[src/hdl/rail_defines.svh]
`ifndef RAIL_DEFINES_SVH
`define RAIL_DEFINES_SVH

// ------------------------------------------------------------
// Command codes
// ------------------------------------------------------------
`define CMD_VOLTAGE_OFFSETS   8'hDF
`define CMD_OVERSHOOT_CTRL    8'hE0
`define CMD_PWM_BLANKING      8'hE1
`define CMD_SLOPE_SLEW_2PS    8'hE2
`define CMD_SLOPE_CLAMP_2PS   8'hE3

// ------------------------------------------------------------
// Writable bit masks
// ------------------------------------------------------------
`define MASK_VOLTAGE_OFFSETS  16'h7FFF
`define MASK_OVERSHOOT_CTRL   16'h3FBF
`define MASK_PWM_BLANKING     16'h003F
`define MASK_SLOPE_SLEW_2PS   16'h03FF
`define MASK_SLOPE_CLAMP_2PS  16'h01FF

// ------------------------------------------------------------
// Reset values
// ------------------------------------------------------------
`define RST_VOLTAGE_OFFSETS   16'h0000
`define RST_OVERSHOOT_CTRL    16'h0000
`define RST_PWM_BLANKING      16'h0000
`define RST_SLOPE_SLEW_2PS    16'h0000
`define RST_SLOPE_CLAMP_2PS   16'h0000

// ------------------------------------------------------------
// Field positions
// ------------------------------------------------------------
`define SPECIAL_OFS_MSB       14
`define SPECIAL_OFS_LSB       7
`define INITIAL_OFS_MSB       6
`define INITIAL_OFS_LSB       0
`define OSR_ENABLE_BIT        13
`define OSR_BLANK_MSB         12
`define OSR_BLANK_LSB         7
`define OSR_FILTER_MSB        5
`define OSR_FILTER_LSB        0
`define BLANKING_MSB          5
`define BLANKING_LSB          0
`define SLOPE_CAP_MSB         9
`define SLOPE_CAP_LSB         6
`define SLOPE_CUR_MSB         5
`define SLOPE_CUR_LSB         0
`define SLOPE_CNT_MSB         8
`define SLOPE_CNT_LSB         0

// ------------------------------------------------------------
// Timing
// ------------------------------------------------------------
`define CLK_PERIOD_NS         25
`define FILTER_NS_PER_LSB     5
`define OSR_BLANK_NS_PER_LSB  20
`define BLANK_NS_PER_LSB      5
`define CLAMP_NS_PER_LSB      5
`define TIMER_NS_WIDTH        12

`endif

[src/hdl/rail_pkg.sv]
package rail_pkg;

    typedef enum logic [1:0] {
        VID_SERIAL,
        VID_PMBUS,
        VID_PARALLEL,
        VID_RESERVED
    } vid_mode_e;

    typedef enum logic [1:0] {
        OSR_IDLE,
        OSR_FLAG,
        OSR_BLANK
    } osr_state_e;

    typedef logic [11:0] ns_t;

endpackage : rail_pkg

[src/hdl/rail_offset_pwm_timing_config.sv]
`timescale 1ns/100ps
`include "rail_defines.svh"

module rail_offset_pwm_timing_config (
    input  wire logic       sys_clk_in,
    input  wire logic       rst_n_in,
    input  wire logic [7:0] cmd_code_in,
    input  wire logic       cmd_wr_in,
    input  wire logic       cmd_rd_in,
    input  wire logic [15:0] cmd_wdata_in,
    input  wire logic [1:0] vid_mode_in,
    input  wire logic [7:0] initial_vid_in,
    input  wire logic       overshoot_detect_in,
    input  wire logic       dual_phase_in,
    input  wire logic       two_phase_ccm_in,
    input  wire logic [1:0] pwm_req_in,
    input  wire logic [5:0] other_slope_current_in,
    input  wire logic [3:0] other_slope_cap_in,
    output logic [15:0]     cmd_rdata_out,
    output logic [9:0]      target_vid_out,
    output logic            osr_flag_out,
    output logic [1:0]      pwm_pulse_out,
    output logic            slope_start_out,
    output logic            slope_clamp_out,
    output logic [5:0]      slope_current_out,
    output logic [3:0]      slope_cap_out
);

    // ------------------------------------------------------------
    // Register file
    // ------------------------------------------------------------
    logic [15:0] offsets_reg,  offsets_next;
    logic [15:0] osr_reg,      osr_next;
    logic [15:0] blank_reg,    blank_next;
    logic [15:0] slew_reg,     slew_next;
    logic [15:0] clamp_reg,    clamp_next;
    logic [15:0] rdata_reg,    rdata_next;

    function automatic logic [15:0] masked(input logic [15:0] d, input logic [15:0] m);
        masked = d & m;
    endfunction : masked

    always_comb begin
        offsets_next = offsets_reg;
        osr_next     = osr_reg;
        blank_next   = blank_reg;
        slew_next    = slew_reg;
        clamp_next   = clamp_reg;
        rdata_next   = rdata_reg;
        if (cmd_wr_in) begin
            unique case (cmd_code_in)
                `CMD_VOLTAGE_OFFSETS: offsets_next = masked(cmd_wdata_in, `MASK_VOLTAGE_OFFSETS);
                `CMD_OVERSHOOT_CTRL:  osr_next     = masked(cmd_wdata_in, `MASK_OVERSHOOT_CTRL);
                `CMD_PWM_BLANKING:    blank_next   = masked(cmd_wdata_in, `MASK_PWM_BLANKING);
                `CMD_SLOPE_SLEW_2PS:  slew_next    = masked(cmd_wdata_in, `MASK_SLOPE_SLEW_2PS);
                `CMD_SLOPE_CLAMP_2PS: clamp_next   = masked(cmd_wdata_in, `MASK_SLOPE_CLAMP_2PS);
                default: begin
                end
            endcase
        end
        if (cmd_rd_in) begin
            unique case (cmd_code_in)
                `CMD_VOLTAGE_OFFSETS: rdata_next = offsets_reg;
                `CMD_OVERSHOOT_CTRL:  rdata_next = osr_reg;
                `CMD_PWM_BLANKING:    rdata_next = blank_reg;
                `CMD_SLOPE_SLEW_2PS:  rdata_next = slew_reg;
                `CMD_SLOPE_CLAMP_2PS: rdata_next = clamp_reg;
                default:              rdata_next = 16'h0000;
            endcase
        end
    end

    always_ff @(posedge sys_clk_in or negedge rst_n_in) begin
        if (!rst_n_in) begin
            offsets_reg <= `RST_VOLTAGE_OFFSETS;
            osr_reg     <= `RST_OVERSHOOT_CTRL;
            blank_reg   <= `RST_PWM_BLANKING;
            slew_reg    <= `RST_SLOPE_SLEW_2PS;
            clamp_reg   <= `RST_SLOPE_CLAMP_2PS;
            rdata_reg   <= 16'h0000;
        end else begin
            offsets_reg <= offsets_next;
            osr_reg     <= osr_next;
            blank_reg   <= blank_next;
            slew_reg    <= slew_next;
            clamp_reg   <= clamp_next;
            rdata_reg   <= rdata_next;
        end
    end

    // ------------------------------------------------------------
    // Target VID
    // ------------------------------------------------------------
    logic [9:0]  vid_reg, vid_next;
    logic signed [10:0] vid_sum;
    logic        serial_mode;
    logic        offset_mode;

    always_comb begin
        serial_mode = (vid_mode_in == rail_pkg::VID_SERIAL);
        offset_mode = serial_mode || (vid_mode_in == rail_pkg::VID_PMBUS)
                      || (vid_mode_in == rail_pkg::VID_PARALLEL);
        vid_sum = $signed({3'h0, initial_vid_in});
        if (offset_mode) begin
            vid_sum = vid_sum + $signed({3'h0,
                      offsets_reg[`SPECIAL_OFS_MSB:`SPECIAL_OFS_LSB]});
        end
        if (serial_mode) begin
            vid_sum = vid_sum + 11'($signed(
                      offsets_reg[`INITIAL_OFS_MSB:`INITIAL_OFS_LSB]));
        end
        // Negative totals floor at zero rather than wrap
        vid_next = vid_sum[10] ? 10'h000 : vid_sum[9:0];
    end

    always_ff @(posedge sys_clk_in or negedge rst_n_in) begin
        if (!rst_n_in) begin
            vid_reg <= 10'h000;
        end else begin
            vid_reg <= vid_next;
        end
    end

    // ------------------------------------------------------------
    // Overshoot flag
    // ------------------------------------------------------------
    rail_pkg::osr_state_e osr_state_reg, osr_state_next;
    logic          osr_flag_reg, osr_flag_next;
    logic          osr_tmr_start;
    logic          osr_tmr_expired;
    rail_pkg::ns_t osr_target_ns;

    always_comb begin
        osr_state_next = osr_state_reg;
        osr_tmr_start  = 1'b0;
        osr_target_ns  = 12'(osr_reg[`OSR_FILTER_MSB:`OSR_FILTER_LSB])
                         * 12'(`FILTER_NS_PER_LSB);
        if (osr_state_reg == rail_pkg::OSR_BLANK) begin
            osr_target_ns = 12'(osr_reg[`OSR_BLANK_MSB:`OSR_BLANK_LSB])
                            * 12'(`OSR_BLANK_NS_PER_LSB);
        end
        unique case (osr_state_reg)
            rail_pkg::OSR_IDLE: begin
                if (overshoot_detect_in) begin
                    osr_state_next = rail_pkg::OSR_FLAG;
                    osr_tmr_start  = 1'b1;
                end
            end
            rail_pkg::OSR_FLAG: begin
                if (osr_tmr_expired && !overshoot_detect_in) begin
                    osr_state_next = rail_pkg::OSR_BLANK;
                    osr_tmr_start  = 1'b1;
                end
            end
            rail_pkg::OSR_BLANK: begin
                if (osr_tmr_expired) begin
                    osr_state_next = rail_pkg::OSR_IDLE;
                end
            end
            default: osr_state_next = rail_pkg::OSR_IDLE;
        endcase
        if (!osr_reg[`OSR_ENABLE_BIT]) begin
            osr_state_next = rail_pkg::OSR_IDLE;
            osr_tmr_start  = 1'b0;
        end
        osr_flag_next = (osr_state_next == rail_pkg::OSR_FLAG);
    end

    always_ff @(posedge sys_clk_in or negedge rst_n_in) begin
        if (!rst_n_in) begin
            osr_state_reg <= rail_pkg::OSR_IDLE;
            osr_flag_reg  <= 1'b0;
        end else begin
            osr_state_reg <= osr_state_next;
            osr_flag_reg  <= osr_flag_next;
        end
    end

    // Filter target at the start cycle uses the idle-state selection
    interval_timer u_osr_timer (
        .sys_clk_in   (sys_clk_in),
        .rst_n_in     (rst_n_in),
        .start_in     (osr_tmr_start),
        .target_ns_in (osr_tmr_start && osr_state_reg == rail_pkg::OSR_FLAG ?
                       12'(osr_reg[`OSR_BLANK_MSB:`OSR_BLANK_LSB]) *
                       12'(`OSR_BLANK_NS_PER_LSB) : osr_target_ns),
        .expired_out  (osr_tmr_expired)
    );

    // ------------------------------------------------------------
    // PWM spacing and slope ramp
    // ------------------------------------------------------------
    logic [1:0]    pend_reg, pend_next;
    logic [1:0]    pulse_reg, pulse_next;
    logic          slope_wait_reg, slope_wait_next;
    logic          slope_start_reg, slope_start_next;
    logic          clamp_reg_q, clamp_next_q;
    logic          clamp_run_reg, clamp_run_next;
    logic          blank_expired;
    logic          clamp_expired;
    logic          grant;
    rail_pkg::ns_t blank_ns;
    rail_pkg::ns_t clamp_ns;

    always_comb begin
        blank_ns  = 12'(blank_reg[`BLANKING_MSB:`BLANKING_LSB]) * 12'(`BLANK_NS_PER_LSB);
        clamp_ns  = 12'(clamp_reg[`SLOPE_CNT_MSB:`SLOPE_CNT_LSB]) * 12'(`CLAMP_NS_PER_LSB);
        pend_next = pend_reg | pwm_req_in;
        // Single phase has no neighbour, so no spacing is enforced
        grant      = (blank_expired || !dual_phase_in) && (pend_next != 2'b00);
        pulse_next = 2'b00;
        if (grant) begin
            pulse_next = pend_next[0] ? 2'b01 : 2'b10;
            pend_next  = pend_next & ~pulse_next;
        end
        // A grant on the expiry cycle must not swallow the ramp of the pulse before it
        slope_start_next = slope_wait_reg && blank_expired;
        slope_wait_next  = slope_wait_reg && !blank_expired;
        if (grant) begin
            slope_wait_next = 1'b1;
        end
        clamp_run_next = clamp_run_reg;
        clamp_next_q   = clamp_reg_q;
        if (grant) begin
            clamp_run_next = 1'b0;
            clamp_next_q   = 1'b0;
        end else if (slope_start_next) begin
            clamp_run_next = 1'b1;
        end else if (clamp_run_reg && clamp_expired) begin
            clamp_run_next = 1'b0;
            clamp_next_q   = 1'b1;
        end
    end

    always_ff @(posedge sys_clk_in or negedge rst_n_in) begin
        if (!rst_n_in) begin
            pend_reg        <= 2'b00;
            pulse_reg       <= 2'b00;
            slope_wait_reg  <= 1'b0;
            slope_start_reg <= 1'b0;
            clamp_reg_q     <= 1'b0;
            clamp_run_reg   <= 1'b0;
        end else begin
            pend_reg        <= pend_next;
            pulse_reg       <= pulse_next;
            slope_wait_reg  <= slope_wait_next;
            slope_start_reg <= slope_start_next;
            clamp_reg_q     <= clamp_next_q;
            clamp_run_reg   <= clamp_run_next;
        end
    end

    interval_timer u_blank_timer (
        .sys_clk_in   (sys_clk_in),
        .rst_n_in     (rst_n_in),
        .start_in     (grant),
        .target_ns_in (blank_ns),
        .expired_out  (blank_expired)
    );

    interval_timer u_clamp_timer (
        .sys_clk_in   (sys_clk_in),
        .rst_n_in     (rst_n_in),
        .start_in     (slope_start_next),
        .target_ns_in (clamp_ns),
        .expired_out  (clamp_expired)
    );

    // ------------------------------------------------------------
    // Slope setting select
    // ------------------------------------------------------------
    logic [5:0] cur_reg, cur_next;
    logic [3:0] cap_reg, cap_next;

    always_comb begin
        cur_next = other_slope_current_in;
        cap_next = other_slope_cap_in;
        if (two_phase_ccm_in) begin
            cur_next = slew_reg[`SLOPE_CUR_MSB:`SLOPE_CUR_LSB];
            cap_next = slew_reg[`SLOPE_CAP_MSB:`SLOPE_CAP_LSB];
        end
    end

    always_ff @(posedge sys_clk_in or negedge rst_n_in) begin
        if (!rst_n_in) begin
            cur_reg <= 6'h00;
            cap_reg <= 4'h0;
        end else begin
            cur_reg <= cur_next;
            cap_reg <= cap_next;
        end
    end

    assign cmd_rdata_out     = rdata_reg;
    assign target_vid_out    = vid_reg;
    assign osr_flag_out      = osr_flag_reg;
    assign pwm_pulse_out     = pulse_reg;
    assign slope_start_out   = slope_start_reg;
    assign slope_clamp_out   = clamp_reg_q;
    assign slope_current_out = cur_reg;
    assign slope_cap_out     = cap_reg;

endmodule : rail_offset_pwm_timing_config

[src/hdl/interval_timer.sv]
`timescale 1ns/100ps
`include "rail_defines.svh"

module interval_timer (
    input  wire logic          sys_clk_in,
    input  wire logic          rst_n_in,
    input  wire logic          start_in,
    input  wire rail_pkg::ns_t target_ns_in,
    output logic               expired_out
);

    // Time kept in ns so 5 ns steps round up at the 25 ns clock
    rail_pkg::ns_t elapsed_reg;
    rail_pkg::ns_t elapsed_next;
    logic          expired_reg;
    logic          expired_next;
    logic [12:0]   sum;

    always_comb begin
        sum          = 13'(elapsed_reg) + 13'(`CLK_PERIOD_NS);
        elapsed_next = elapsed_reg;
        expired_next = expired_reg;
        if (start_in) begin
            elapsed_next = 12'(`CLK_PERIOD_NS);
            expired_next = (12'(`CLK_PERIOD_NS) >= target_ns_in);
        end else if (!expired_reg) begin
            elapsed_next = sum[12] ? 12'hFFF : sum[11:0];
            expired_next = (elapsed_next >= target_ns_in);
        end
    end

    always_ff @(posedge sys_clk_in or negedge rst_n_in) begin
        if (!rst_n_in) begin
            elapsed_reg <= 12'h000;
            expired_reg <= 1'b1;
        end else begin
            elapsed_reg <= elapsed_next;
            expired_reg <= expired_next;
        end
    end

    assign expired_out = expired_reg;

endmodule : interval_timer

[config.mk]
export PLATFORM = sky130hd
export DESIGN_NAME = rail_offset_pwm_timing_config
export DESIGN_NICKNAME = d
export VERILOG_FILES = /design/src/hdl/rail_pkg.sv /design/src/hdl/rail_offset_pwm_timing_config.sv /design/src/hdl/interval_timer.sv
export VERILOG_INCLUDE_DIRS = /design/src /design/src/hdl
export SDC_FILE = /design/constraint.sdc
export NUM_CORES = 1
export LEC_CHECK = 0
export BUFFER_PORTS_ARGS = -buffer_cell sky130_fd_sc_hd__buf_2
export CORE_MARGIN = 4
export CORE_UTILIZATION = 38
export CTS_CLUSTER_DIAMETER = 60
export DETAILED_ROUTE_END_ITERATION = 8
export GPL_TIMING_DRIVEN = 0
export SLEW_MARGIN = 20
export SYNTH_ARGS = -nofsm -noshare
export SYNTH_HDL_FRONTEND = slang
export SYNTH_HIERARCHICAL = 1
export SYNTH_SLANG_ARGS = --single-unit
[constraint.sdc]
create_clock -name sys_clk_in -period 4.5 [get_ports sys_clk_in]
set_clock_uncertainty 0.15 [all_clocks]
set_input_delay 0.9 -clock sys_clk_in [delete_from_list [all_inputs] [get_ports sys_clk_in]]
set_output_delay 0.9 -clock sys_clk_in [all_outputs]
set_load 0.05 [all_outputs]
==> results of run 1 <==
[where the power goes]
group	leakage [nW]	internal, mW	total (mW)	switching [mW]
Sequential	1.80	1.40	1.55	0.152
Clock	0.259	0.795	1.38	0.582
Combinational	3.26	0.631	1.51	0.880
[worst max-delay path: cells and delay by family]
family | cells | cell delay, ns
xor gates and xnor gates | 1 | 0.19
and+or+nand+nor | 3 | 0.80
muxes | 1 | 0.30
buffers and inverters | 2 | 0.17
adders and majority gates | 3 | 0.95
AOI/OAI and AO/OA | 6 | 1.13
[per-stage QoR]
stage / setup slack [ns] / instances
after floorplan: 0.313 / 997
after global placement: -0.135 / 1417
after detailed placement: -0.140 / 1418
after CTS: 0.284 / 1450
after global routing: 0.0203 / 1451
final: 0.246 / 1451
[cells in the mapped netlist (all sizes together), types with 3 or more instances]
cell type,n,area share (%)
a211oi,17,1.5
a21o,19,1.5
a21oi,60,3.1
a221oi,11,1.1
a22o,3,0.27
a22oi,12,0.93
a311oi,3,0.47
a31o,3,0.27
a31oi,17,1.2
a32oi,3,0.27
and2,6,0.39
and3,8,0.53
buf,21,1.4
clkbuf,19,0.80
dfrtp,135,35
dfstp,3,0.82
fa,6,1.2
ha,96,12
inv,62,2.4
mux2,85,9.9
mux2i,8,0.83
nand2,62,2.5
nand2b,17,1.1
nand3,22,1.2
nand4,9,0.58
nor2,65,2.6
nor2b,10,0.65
nor3,29,1.7
nor3b,8,0.74
nor4,14,0.91
o2111ai,3,0.34
o211a,6,0.62
o211ai,15,1.2
o21a,8,0.62
o21ai,50,2.6
o22ai,6,0.39
or2,8,0.52
or3,8,0.52
or4,4,0.31
xnor2,15,1.4
xor2,20,2.0
[worst max path at each step]
| stage | from | end | slack [ns] | cells after the start |
|---|---|---|---|---|
| floorplan | initial_vid_in[0] | target_vid_out[3] | 0.31 | 15 |
| global placement | initial_vid_in[0] | target_vid_out[5] | -0.14 | 16 |
| detailed placement | initial_vid_in[0] | target_vid_out[5] | -0.14 | 16 |
| CTS | initial_vid_in[0] | target_vid_out[5] | 0.28 | 16 |
| global route | initial_vid_in[0] | target_vid_out[6] | 0.02 | 16 |
| finish | initial_vid_in[0] | target_vid_out[5] | 0.25 | 16 |
[cells in the final DEF (no fill, tap or decap), types with 7 or more instances in the layout]
cell type and count:
sky130_fd_sc_hd__xor2_1 19, sky130_fd_sc_hd__clkinvlp_4 7, sky130_fd_sc_hd__inv_1 62, sky130_fd_sc_hd__nor4_1 14
sky130_fd_sc_hd__o21a_1 8, sky130_fd_sc_hd__clkbuf_1 15, sky130_fd_sc_hd__nor3b_1 7, sky130_fd_sc_hd__mux2i_1 8
sky130_fd_sc_hd__a21oi_1 60, sky130_fd_sc_hd__nor2_1 64, sky130_fd_sc_hd__or3_1 8, sky130_fd_sc_hd__o21ai_0 49
sky130_fd_sc_hd__nand2_1 60, sky130_fd_sc_hd__a31oi_1 15, sky130_fd_sc_hd__a221oi_1 10, sky130_fd_sc_hd__buf_2 101
sky130_fd_sc_hd__a211oi_1 14, sky130_fd_sc_hd__clkbuf_16 17, sky130_fd_sc_hd__xnor2_1 15, sky130_fd_sc_hd__or2_2 8
sky130_fd_sc_hd__o211ai_1 14, sky130_fd_sc_hd__nand3_1 21, sky130_fd_sc_hd__ha_1 96, sky130_fd_sc_hd__nand4_1 9
sky130_fd_sc_hd__nor3_1 26, sky130_fd_sc_hd__and3_1 7, sky130_fd_sc_hd__a21o_1 19, sky130_fd_sc_hd__nand2b_1 17
sky130_fd_sc_hd__nor2b_1 10, sky130_fd_sc_hd__conb_1 9, sky130_fd_sc_hd__dfrtp_1 135, sky130_fd_sc_hd__mux2_2 85
sky130_fd_sc_hd__a22oi_1 12
[cell families (layout without fill, tap and decap cells)]
group                      Yosys count  count (layout)  share of synthesized area, %
and+or+nand+nor                    274             274                          14.7
AOI/OAI and AO/OA                  244             244                          17.1
DFF                                138             138                          35.8
adders and majority gates          102             102                          13.7
buffers and inverters              102             225                          4.57
muxes                               93              93                          10.7
xor gates and xnor gates            35              35                          3.37
other                                1              10                        0.0388
[layer usage]
metal / part of all wire (%) / track usage (%) / vias up
li1: - / - / 3857
met1: 48 / 22.7 / 3695
met2: 46 / 26.4 / 165
met3: 4.3 / 3.40 / 23
met4: 1.5 / 4.73 / 0
met5: 0 / 0 / -
[final cells by class]
cell class / count / area [um^2] / area share, %
Multi-Input combinational cell: 757 / 5790 / 51.9
Sequential cell: 138 / 3460 / 31.0
Timing Repair Buffer: 91 / 488 / 4.37
Clock buffer: 20 / 457 / 4.09
Tap cell: 330 / 413 / 3.70
Inverter: 62 / 233 / 2.08
Buffer: 40 / 209 / 1.87
Clock inverter: 12 / 116 / 1.04
Antenna cell: 1 / 2.50 / 0.0224
==> results.md, run 1 <==
* Count of clock tree sinks at approximately 140
* TritonCTS buffer count at 17
* Run status: completed
* Clock Tree Buf Depth at 2
* Time the final worst path needs with I/O delays and setup at 4.25 ns
* Crit-path max cell delay at 0.39 ns
* H-Tree Level Count at 4
* Maximum number of pins on one net before global-route repair at between 90 and 100
* Clock tree from TritonCTS: built
* DR iter-0 viols at around 520
* Post-route fraction of the period consumed by the critical path at 94.5%
* Worst r2r path cells at 15
* GR Overflow Total at 0
* Critical path, cell by cell: buf_2, ha_1, inv_1, fa_1, nor2b_1, o31a_1, o31a_1, a31oi_1, mux2_2, ha_1, and3_2, a221oi_2, a21bo_4, xor2_4, or3_1, a22oi_1
* Worst voltage drop across the vdd grid at 261 uV
* Relative max-transition margin at 53.0%
* Clk Latency, worst-skew pair at 0.43 ns
* Maximum clock frequency at approximately 240 MHz
* Share of flip-flops with an asynchronous set or reset after synthesis at 100%
* Worst r2r dst: target_vid_out[5]
* Signal arrival time at the worst endpoint at 4.44 ns
* Half-perimeter wire length of the detailed placement result at 17400 um
* Critical Path Fanout Max at 9
* Type of element capturing the critical path: flop
* Post-synthesis cell count at around 990
* Via count of the routed design at 7740
* Die area at 28000 um^2
* Number of antenna violations at the first check in global routing at 1
* Std-Cell Rows at 58
* Routability congestion estimate at about 0.83
* Total of max-cap violations at 0
* Standard cell with the maximum stage delay on the critical path: sky130_fd_sc_hd__fa_1
* Residual antenna-violating net count after detailed routing at 0
* Overall track demand over capacity in global routing at 16.5%
* Seq/Total Area, Yosys at 35.8%
* Horizontal die dimension at 167 um
* Critical path launch point type: input port
* I/O pin cnt at 94
* Synthesis-stage register bit count at roughly 140
* Number of enable flip-flop cells after synthesis at 0
* Number of instances resized during post-cts repair at 0
* Reg clk slew, reported paths at 0.06 ns
* Fraction of final layout cells sized beyond drive strength 1 at 24.0%
* Total Nets Final at about 1300
* Yosys cell types at a little under 70
* Router iterations before antenna repair at 5
* Total of endpoints with negative setup slack in the final report at 0
* Final Max Slew Viols at 0
* Floorplan die height at roughly 170 um
* Wire per inst at between 15 and 20 um
* Relative area change from synthesis to final layout at 15.6%
* Buffer count from post-CTS setup fixing at 0
* Placement Cell Area at 10600 um^2
* Worst setup path class: input port to flop
* Vias/cell at between 5 and 6
* Reg2Reg Launch Point: offsets_reg[7]
* Root Driver: sky130_fd_sc_hd__clkbuf_16
* Post-CTS Hold Buffers at 0
* Type of the tightest min-delay check: input port to asynchronous set/reset pin
* First-pass GRT wire length at 38300 um
* Via count of the first global-routing pass at 7599
* Setup TNS Final at 0 ns
* Fin area at roughly 11000 um^2
* IO buf count at 90
* Initial cell density of the core at 38.5%
* Setup repair after global routing missed its margin: no
* Post-Syn Area at approximately 9700 um^2
* Core footprint at between 20000 and 30000 um^2
* Detailed-route DRC error count at 0
* YS warnings at 6
* Power Density at roughly 400 nW/um^2
* Overall routed net length at between 20000 and 25000 um
* Final Hold Violating Endpoints at 0
* Setup slack of the most critical reg-to-reg path at 0.40 ns
* Top_reg_cell synth: sky130_fd_sc_hd__dfrtp_1
* Design Power at between 4 and 5 mW
* Share of the core filled with cells in the final layout at 44.5%
* Required time of the worst setup path at 4.68 ns
* Leakage at 5.31 nW
* Mean cell area of the mapped netlist at 9.77 um^2
* Filler instances at between 2000 and 2500
* Slew at the pin closest to its max-slew limit at 0.705 ns
* Min Hold Slack at 0.201 ns
No activity file was read; power rests on OpenSTA's default activity.
==> inputs of run 2 (changes only) <==
--- a/config.mk
+++ b/config.mk
@@ -12,6 +12,7 @@
 export CTS_CLUSTER_DIAMETER = 60
 export DETAILED_ROUTE_END_ITERATION = 8
 export GPL_TIMING_DRIVEN = 0
+export PLACE_DENSITY = 0.55
 export SLEW_MARGIN = 20
 export SYNTH_ARGS = -nofsm -noshare
 export SYNTH_HDL_FRONTEND = slang
==> constraint.sdc (replaced) <==
create_clock -name sys_clk_in -period 4.5 [get_ports sys_clk_in]
set_clock_uncertainty 0.15 [all_clocks]
set_input_delay 1.35 -clock sys_clk_in [delete_from_list [all_inputs] [get_ports sys_clk_in]]
set_output_delay 1.35 -clock sys_clk_in [all_outputs]
set_load 0.05 [all_outputs]
==> results.md, run 2 (synthesis results as in run 1) <==
* Relative area change from synthesis to final layout at 17.3% (was 15.6%)
* Relative max-transition margin at 49.6% (was 53.0%)
* Clock tree from TritonCTS: built (unchanged)
* Total Nets Final at 1266 (was 1262)
* I/O pin cnt at 94 (unchanged)
* Worst Min Path Start: pend_reg[0]
* Detailed-route DRC error count at 0 (unchanged)
* Wire per inst at 16.1 um (was 15.6 um)
* Time the final worst path needs with I/O delays and setup at 4.39 ns (was 4.25 ns)
* Worst Setup SP: initial_vid_in[0] (unchanged)
* Setup TNS Final at 0 ns (unchanged)
* IO buf count at 90 (unchanged)
* Residual antenna-violating net count after detailed routing at 0 (unchanged)
* Half-perimeter wire length of the detailed placement result at 17800 um (was 17400 um)
* Number of antenna violations at the first check in global routing at 0 (was 1)
* Worst voltage drop across the vdd grid at 199 uV (was 261 uV)
* Type of the tightest min-delay check: flop to flop (was input port to asynchronous set/reset pin)
* Initial cell density of the core at 38.5% (unchanged)
* Final Max Slew Viols at 0 (unchanged)
* Filler instances at 2431 (was 2467)
* Std-Cell Rows at 58 (unchanged)
* TritonCTS buffer count at 17 (unchanged)
* Total of max-cap violations at 0 (unchanged)
* Post-route fraction of the period consumed by the critical path at 97.6% (was 94.5%)
* Routability congestion estimate at 0.834 (was 0.833)
* Leakage at 5.37 nW (was 5.31 nW)
* Via count of the routed design at 7667 (was 7740)
* Core footprint at 25100 um^2 (unchanged)
* Clock Tree Buf Depth at 2 (unchanged)
* Crit-path max cell delay at 0.40 ns (was 0.39 ns)
* Worst-case setup margin in the final layout at 0.110 ns (was 0.246 ns)
* GR Overflow Total at 0 (unchanged)
* Slew at the pin closest to its max-slew limit at 0.756 ns (was 0.705 ns)
* Antenna diode instance count at 0 (was 1)
* Commonest non-fill, non-tap cells in the layout: 135 x sky130_fd_sc_hd__dfrtp_1, 101 x sky130_fd_sc_hd__buf_2, 91 x sky130_fd_sc_hd__ha_1 (was 135 x sky130_fd_sc_hd__dfrtp_1, 101 x sky130_fd_sc_hd__buf_2, 96 x sky130_fd_sc_hd__ha_1)
* Required time of the worst setup path at 4.69 ns (was 4.68 ns)
* Die area at 28000 um^2 (unchanged)
* Critical Path Fanout Max at 9 (unchanged)
* Power Density at 400 nW/um^2 (was 397 nW/um^2)
* Fraction of final layout cells sized beyond drive strength 1 at 25.7% (was 24.0%)
* DR iter-0 viols at 573 (was 524)
* Critical path launch point type: input port (unchanged)
* Setup repair after global routing missed its margin: no (unchanged)
* Maximum clock frequency at 228 MHz (was 235 MHz)
* Standard cell with the maximum stage delay on the critical path: sky130_fd_sc_hd__or3_4 (was sky130_fd_sc_hd__fa_1)
* Reg clk slew, reported paths at 0.06 ns (about the same)
* Total of endpoints with negative setup slack in the final report at 0 (unchanged)
* Maximum number of pins on one net before global-route repair at 86 (was 94)
* Via count of the first global-routing pass at 7490 (was 7599)
* Worst r2r path cells at 15 (unchanged)
* First-pass GRT wire length at 39000 um (was 38300 um)
* Run status: completed (unchanged)
* Final Hold Violating Endpoints at 0 (unchanged)
* Type of element capturing the critical path: flop (unchanged)
* Post-CTS Hold Buffers at 0 (unchanged)
* Worst setup path class: input port to flop (unchanged)
* Worst hold path stage count at 1
* Overall routed net length at 23500 um (was 22600 um)
* Most common library cell in the layout ignoring fill and taps: sky130_fd_sc_hd__dfrtp_1 (unchanged)
* Signal arrival time at the worst endpoint at 4.58 ns (was 4.44 ns)
* Count of clock tree sinks at 138 (unchanged)
* Floorplan die height at 167 um (unchanged)
* Share of the core filled with cells in the final layout at 45.1% (was 44.5%)
* Horizontal die dimension at 167 um (unchanged)
* Critical path, cell by cell: buf_2, ha_4, inv_2, fa_2, nor2b_2, o31a_1, o31a_1, a31oi_2, mux2_4, ha_4, and3_4, a221oi_2, a21bo_4, xor2_4, or3_4, a22oi_2 (was buf_2, ha_1, inv_1, fa_1, nor2b_1, o31a_1, o31a_1, a31oi_1, mux2_2, ha_1, and3_2, a221oi_2, a21bo_4, xor2_4, or3_1, a22oi_1)
* Vias/cell at 5.27 (was 5.33)
* Overall track demand over capacity in global routing at 16.9% (was 16.5%)
* Placement Setup Slack at -0.447 ns (was -0.140 ns)
* Reg2Reg Launch Point: offsets_reg[7] (unchanged)
* Router iterations before antenna repair at 6 (was 5)
* H-Tree Level Count at 4 (unchanged)
* Clk Latency, worst-skew pair at 0.43 ns (about the same)
* Root Driver: sky130_fd_sc_hd__clkbuf_16 (unchanged)
[run 2: changes by cell type in the layout (fill, tap and decap cells not counted), sizes merged]
| cell | delta |
|---|---|
| diode | -1 |
| inv | -1 |
| clkinv | +4 |
| clkbuf | -2 |
| clkinvlp | -3 |
| buf | +4 |
| bufinv | +2 |
[run 2: final cells by class]
class	instances	area (um^2)	share of cell area, %
clock buffers	18	429	3.79
inverters	62	233	2.05
plain buffers	40	209	1.84
well taps	330	413	3.64
multi-input cells	757	5910	52.1
flip-flops and latches	138	3460	30.5
repair buffers	95	518	4.57
clock inverters	14	170	1.50
[run 2: repair_timing]
action	CTS	global route
gates resized for setup	1	11
pin swaps	0	10
setup endpoints to repair	2	9
buffers inserted	0	4
[run 2: power by group]
group	total, mW	leakage (nW)	switching (mW)	internal, mW
Combinational	1.53	3.29	0.889	0.642
Sequential	1.55	1.80	0.151	1.40
Clock	1.46	0.283	0.583	0.873
[run 2: per-stage QoR]
step	std cells	hold slack, ns	total power [mW]	area (um^2)
after detailed placement	1418	0.286	3.09	10600
after global placement	1417	0.271	3.06	10600
after global routing	1454	0.316	4.87	11300
after floorplan	997	0.261	2.70	9740
after CTS	1450	0.304	4.57	11200
final	1454	0.300	4.54	11300
[run 2: final timing paths]
path / endpoint / slack, ns
hold / removal: pwm_pulse_out[1] / 0.30
max in group asynchronous: u_clamp_timer/expired_out / 2.70
min in group asynchronous: target_vid_out[8] / 0.69
setup / recovery: target_vid_out[6] / 0.11
hold reg to reg: pwm_pulse_out[1] / 0.30
setup reg to reg: target_vid_out[6] / 0.69
[run 2: critical path: cells and delay by family]
kind	cells	cell delay (ns)
AO/OA/AOI/OAI	6	1.45
XOR/XNOR	1	0.19
AND/OR/NAND/NOR	3	0.61
multiplexers	1	0.20
adder cells (fa/ha/maj)	3	0.59
buffers and inverters	2	0.18
[run 2: metal layers]
layer	GRT usage (%)	up-vias	routed length, um
met2	26.3	136	10800
met5	0	-	0
met3	2.57	24	754
met4	4.83	0	310
li1	-	3862	-
met1	24.4	3645	11600
==> inputs of run 3 (changes only) <==
--- a/config.mk
+++ b/config.mk
@@ -7,12 +7,13 @@
 export NUM_CORES = 1
 export LEC_CHECK = 0
 export BUFFER_PORTS_ARGS = -buffer_cell sky130_fd_sc_hd__buf_2
+export CORE_ASPECT_RATIO = 1.1
 export CORE_MARGIN = 4
 export CORE_UTILIZATION = 38
 export CTS_CLUSTER_DIAMETER = 60
 export DETAILED_ROUTE_END_ITERATION = 8
 export GPL_TIMING_DRIVEN = 0
-export PLACE_DENSITY = 0.55
+export PLACE_DENSITY_LB_ADDON = 0.25
 export SLEW_MARGIN = 20
 export SYNTH_ARGS = -nofsm -noshare
 export SYNTH_HDL_FRONTEND = slang
==> results.md, run 3 (synthesis results as in run 1) <==
* Run status: completed (unchanged)
* Type of the tightest min-delay check: flop to flop (unchanged)
* Power Density at 395 nW/um^2 (was 400 nW/um^2)
* Total of endpoints with negative setup slack in the final report at 0 (unchanged)
* GR Overflow Total at 0 (unchanged)
* Most common library cell in the layout ignoring fill and taps: sky130_fd_sc_hd__dfrtp_1 (unchanged)
* Leakage at 5.37 nW (about the same)
* Share of the core filled with cells in the final layout at 45.7% (was 45.1%)
* Count of clock tree sinks at 138 (unchanged)
* Number of antenna violations at the first check in global routing at 0 (unchanged)
* Residual antenna-violating net count after detailed routing at 0 (unchanged)
* Min Hold Slack at 0.298 ns (was 0.300 ns)
* Root Driver: sky130_fd_sc_hd__clkbuf_16 (unchanged)
* Horizontal die dimension at 160 um (was 167 um)
* Half-perimeter wire length of the detailed placement result at 17400 um (was 17800 um)
* Signal arrival time at the worst endpoint at 4.62 ns (was 4.58 ns)
* TritonCTS buffer count at 17 (unchanged)
* Worst setup path class: input port to flop (unchanged)
* Routability congestion estimate at 0.829 (was 0.834)
* Die area at 28000 um^2 (about the same)
* Std-Cell Rows at 60 (was 58)
* Maximum clock frequency at 226 MHz (was 228 MHz)
* Router iterations before antenna repair at 7 (was 6)
* Post-route fraction of the period consumed by the critical path at 98.4% (was 97.6%)
* Via count of the first global-routing pass at 7500 (was 7490)
* Relative max-transition margin at 54.0% (was 49.6%)
* Setup slack of the most critical reg-to-reg path at 0.72 ns (was 0.69 ns)
* Floorplan die height at 175 um (was 167 um)
* Final Max Slew Viols at 0 (unchanged)
* Portion of total power attributed to the clock network at 31.2% (was 32.1%)
* Maximum number of pins on one net before global-route repair at 94 (was 86)
* Time the final worst path needs with I/O delays and setup at 4.43 ns (was 4.39 ns)
* Critical Path Fanout Max at 9 (unchanged)
* Worst-case setup margin in the final layout at 0.0742 ns (was 0.110 ns)
* Relative area change from synthesis to final layout at 17.1% (was 17.3%)
* Wire per inst at 15.9 um (was 16.1 um)
* Comb power frac at 34.2% (was 33.7%)
* Switching fraction of total power at 36.0% (was 35.8%)
* Final Hold Violating Endpoints at 0 (unchanged)
* Required time of the worst setup path at 4.69 ns (about the same)
* Vias/cell at 5.35 (was 5.27)
* Detailed-route DRC error count at 0 (unchanged)
* First-pass GRT wire length at 38100 um (was 39000 um)
* Placement Cell Area at 10600 um^2 (about the same)
* Number of cells after detailed placement at 1398 (was 1418)
* I/O pin cnt at 94 (unchanged)
* Clk Latency, worst-skew pair at 0.42 ns (was 0.43 ns)
* Fraction of final layout cells sized beyond drive strength 1 at 25.8% (was 25.7%)
* Design Power at 4.47 mW (was 4.54 mW)
* H-Tree Level Count at 4 (unchanged)
* Via count of the routed design at 7673 (was 7667)
* Overall track demand over capacity in global routing at 16.5% (was 16.9%)
* DR iter-0 viols at 496 (was 573)
* IO buf count at 90 (unchanged)
* Post-CTS Hold Buffers at 0 (unchanged)
* Type of element capturing the critical path: flop (unchanged)
* Reg clk slew, reported paths at 0.07 ns (was 0.06 ns)
* Final instance count without filler cells at 1435 (was 1454)
* Fin area at 11300 um^2 (about the same)
* Overall routed net length at 22900 um (was 23500 um)
* Total Nets Final at 1267 (was 1266)
* Psw at 1.61 mW (was 1.62 mW)
* Internal power component at 2.86 mW (was 2.91 mW)
* Clock tree from TritonCTS: built (unchanged)
* Setup TNS Final at 0 ns (unchanged)
* Total of max-cap violations at 0 (unchanged)
* Initial cell density of the core at 39.0% (was 38.5%)
* Sequential share of power at 34.6% (was 34.2%)
* Worst voltage drop across the vdd grid at 264 uV (was 199 uV)
* Slew at the pin closest to its max-slew limit at 0.683 ns (was 0.756 ns)
* Clock Tree Buf Depth at 2 (unchanged)
* Antenna diode instance count at 0 (unchanged)
* Core footprint at 24800 um^2 (was 25100 um^2)
* Critical path launch point type: input port (unchanged)
* Commonest non-fill, non-tap cells in the layout: 135 x sky130_fd_sc_hd__dfrtp_1, 101 x sky130_fd_sc_hd__buf_2, 90 x sky130_fd_sc_hd__ha_1 (was 135 x sky130_fd_sc_hd__dfrtp_1, 101 x sky130_fd_sc_hd__buf_2, 91 x sky130_fd_sc_hd__ha_1)
* Placement Setup Slack at -0.447 ns (about the same)
run 3: cell types whose count changed in the layout (fill, tap and decap cells not counted), sizes merged:
cell | previous run | this run
clkbuf | 37 | 38
bufinv | 3 | 2
buf | 116 | 117
run 3: cell type report:
| cell class | count | area (um^2) |
|---|---|---|
| Fill cell | 2344 | 13500 |
| Multi-Input combinational cell | 757 | 5930 |
| Sequential cell | 138 | 3460 |
| Timing Repair Buffer | 96 | 526 |
| Clock buffer | 19 | 433 |
| Tap cell | 310 | 388 |
| Inverter | 62 | 233 |
| Buffer | 40 | 209 |
| Clock inverter | 13 | 144 |
run 3: critical path: stages:
cell and delay, ns:
sky130_fd_sc_hd__buf_2 0.14, sky130_fd_sc_hd__ha_4 0.25, sky130_fd_sc_hd__a211oi_2 0.25, sky130_fd_sc_hd__nor2_2 0.09, sky130_fd_sc_hd__o21a_1 0.22, sky130_fd_sc_hd__o32a_1 0.38, sky130_fd_sc_hd__mux2_4 0.29, sky130_fd_sc_hd__ha_4 0.23
sky130_fd_sc_hd__a21o_1 0.19, sky130_fd_sc_hd__a221oi_2 0.25, sky130_fd_sc_hd__a21bo_4 0.28, sky130_fd_sc_hd__xor2_4 0.19, sky130_fd_sc_hd__or3_4 0.41, sky130_fd_sc_hd__a22oi_2 0.13
run 3: final timing paths:
| check | from | endpoint | depth (start not counted) |
|---|---|---|---|
| min in group asynchronous | rst_n_in | pend_reg[1] | 1 |
| worst max register to register | offsets_reg[7] | target_vid_out[6] | 15 |
| max in group asynchronous | rst_n_in | slew_reg[4] | 2 |
| worst min-delay path | pend_reg[0] | pwm_pulse_out[1] | 1 |
| worst max-delay path | initial_vid_in[1] | target_vid_out[6] | 14 |
| worst min register to register | pend_reg[0] | pwm_pulse_out[1] | 1 |
run 3: layer usage:
layer	vias to the layer above	track usage, %	wire, um	part of all wire (%)
li1	3859	-	-	-
met1	3634	22.4	10800	47
met2	151	27.1	10800	47
met3	29	3.21	868	3.8
met4	0	4.30	359	1.6
met5	-	0	0	0
run 3: what timing repair did:
| item | 4_1_cts | 5_1_grt |
|---|---|---|
| pin swaps | 0 | 14 |
| gates resized for setup | 1 | 13 |
| endpoints found under the setup margin | 1 | 9 |
| buffers inserted | 0 | 5 |
| gates cloned | 0 | 0 |
run 3: power by group through the flow:
stage	registers (mW)	clock network (mW)	logic [mW]
CTS	1.55	1.43	1.52
floorplan	1.62	0	1.08
global route	1.57	1.49	1.75
detailed placement	1.57	0	1.51
global placement	1.57	0	1.48
finish	1.55	1.40	1.53
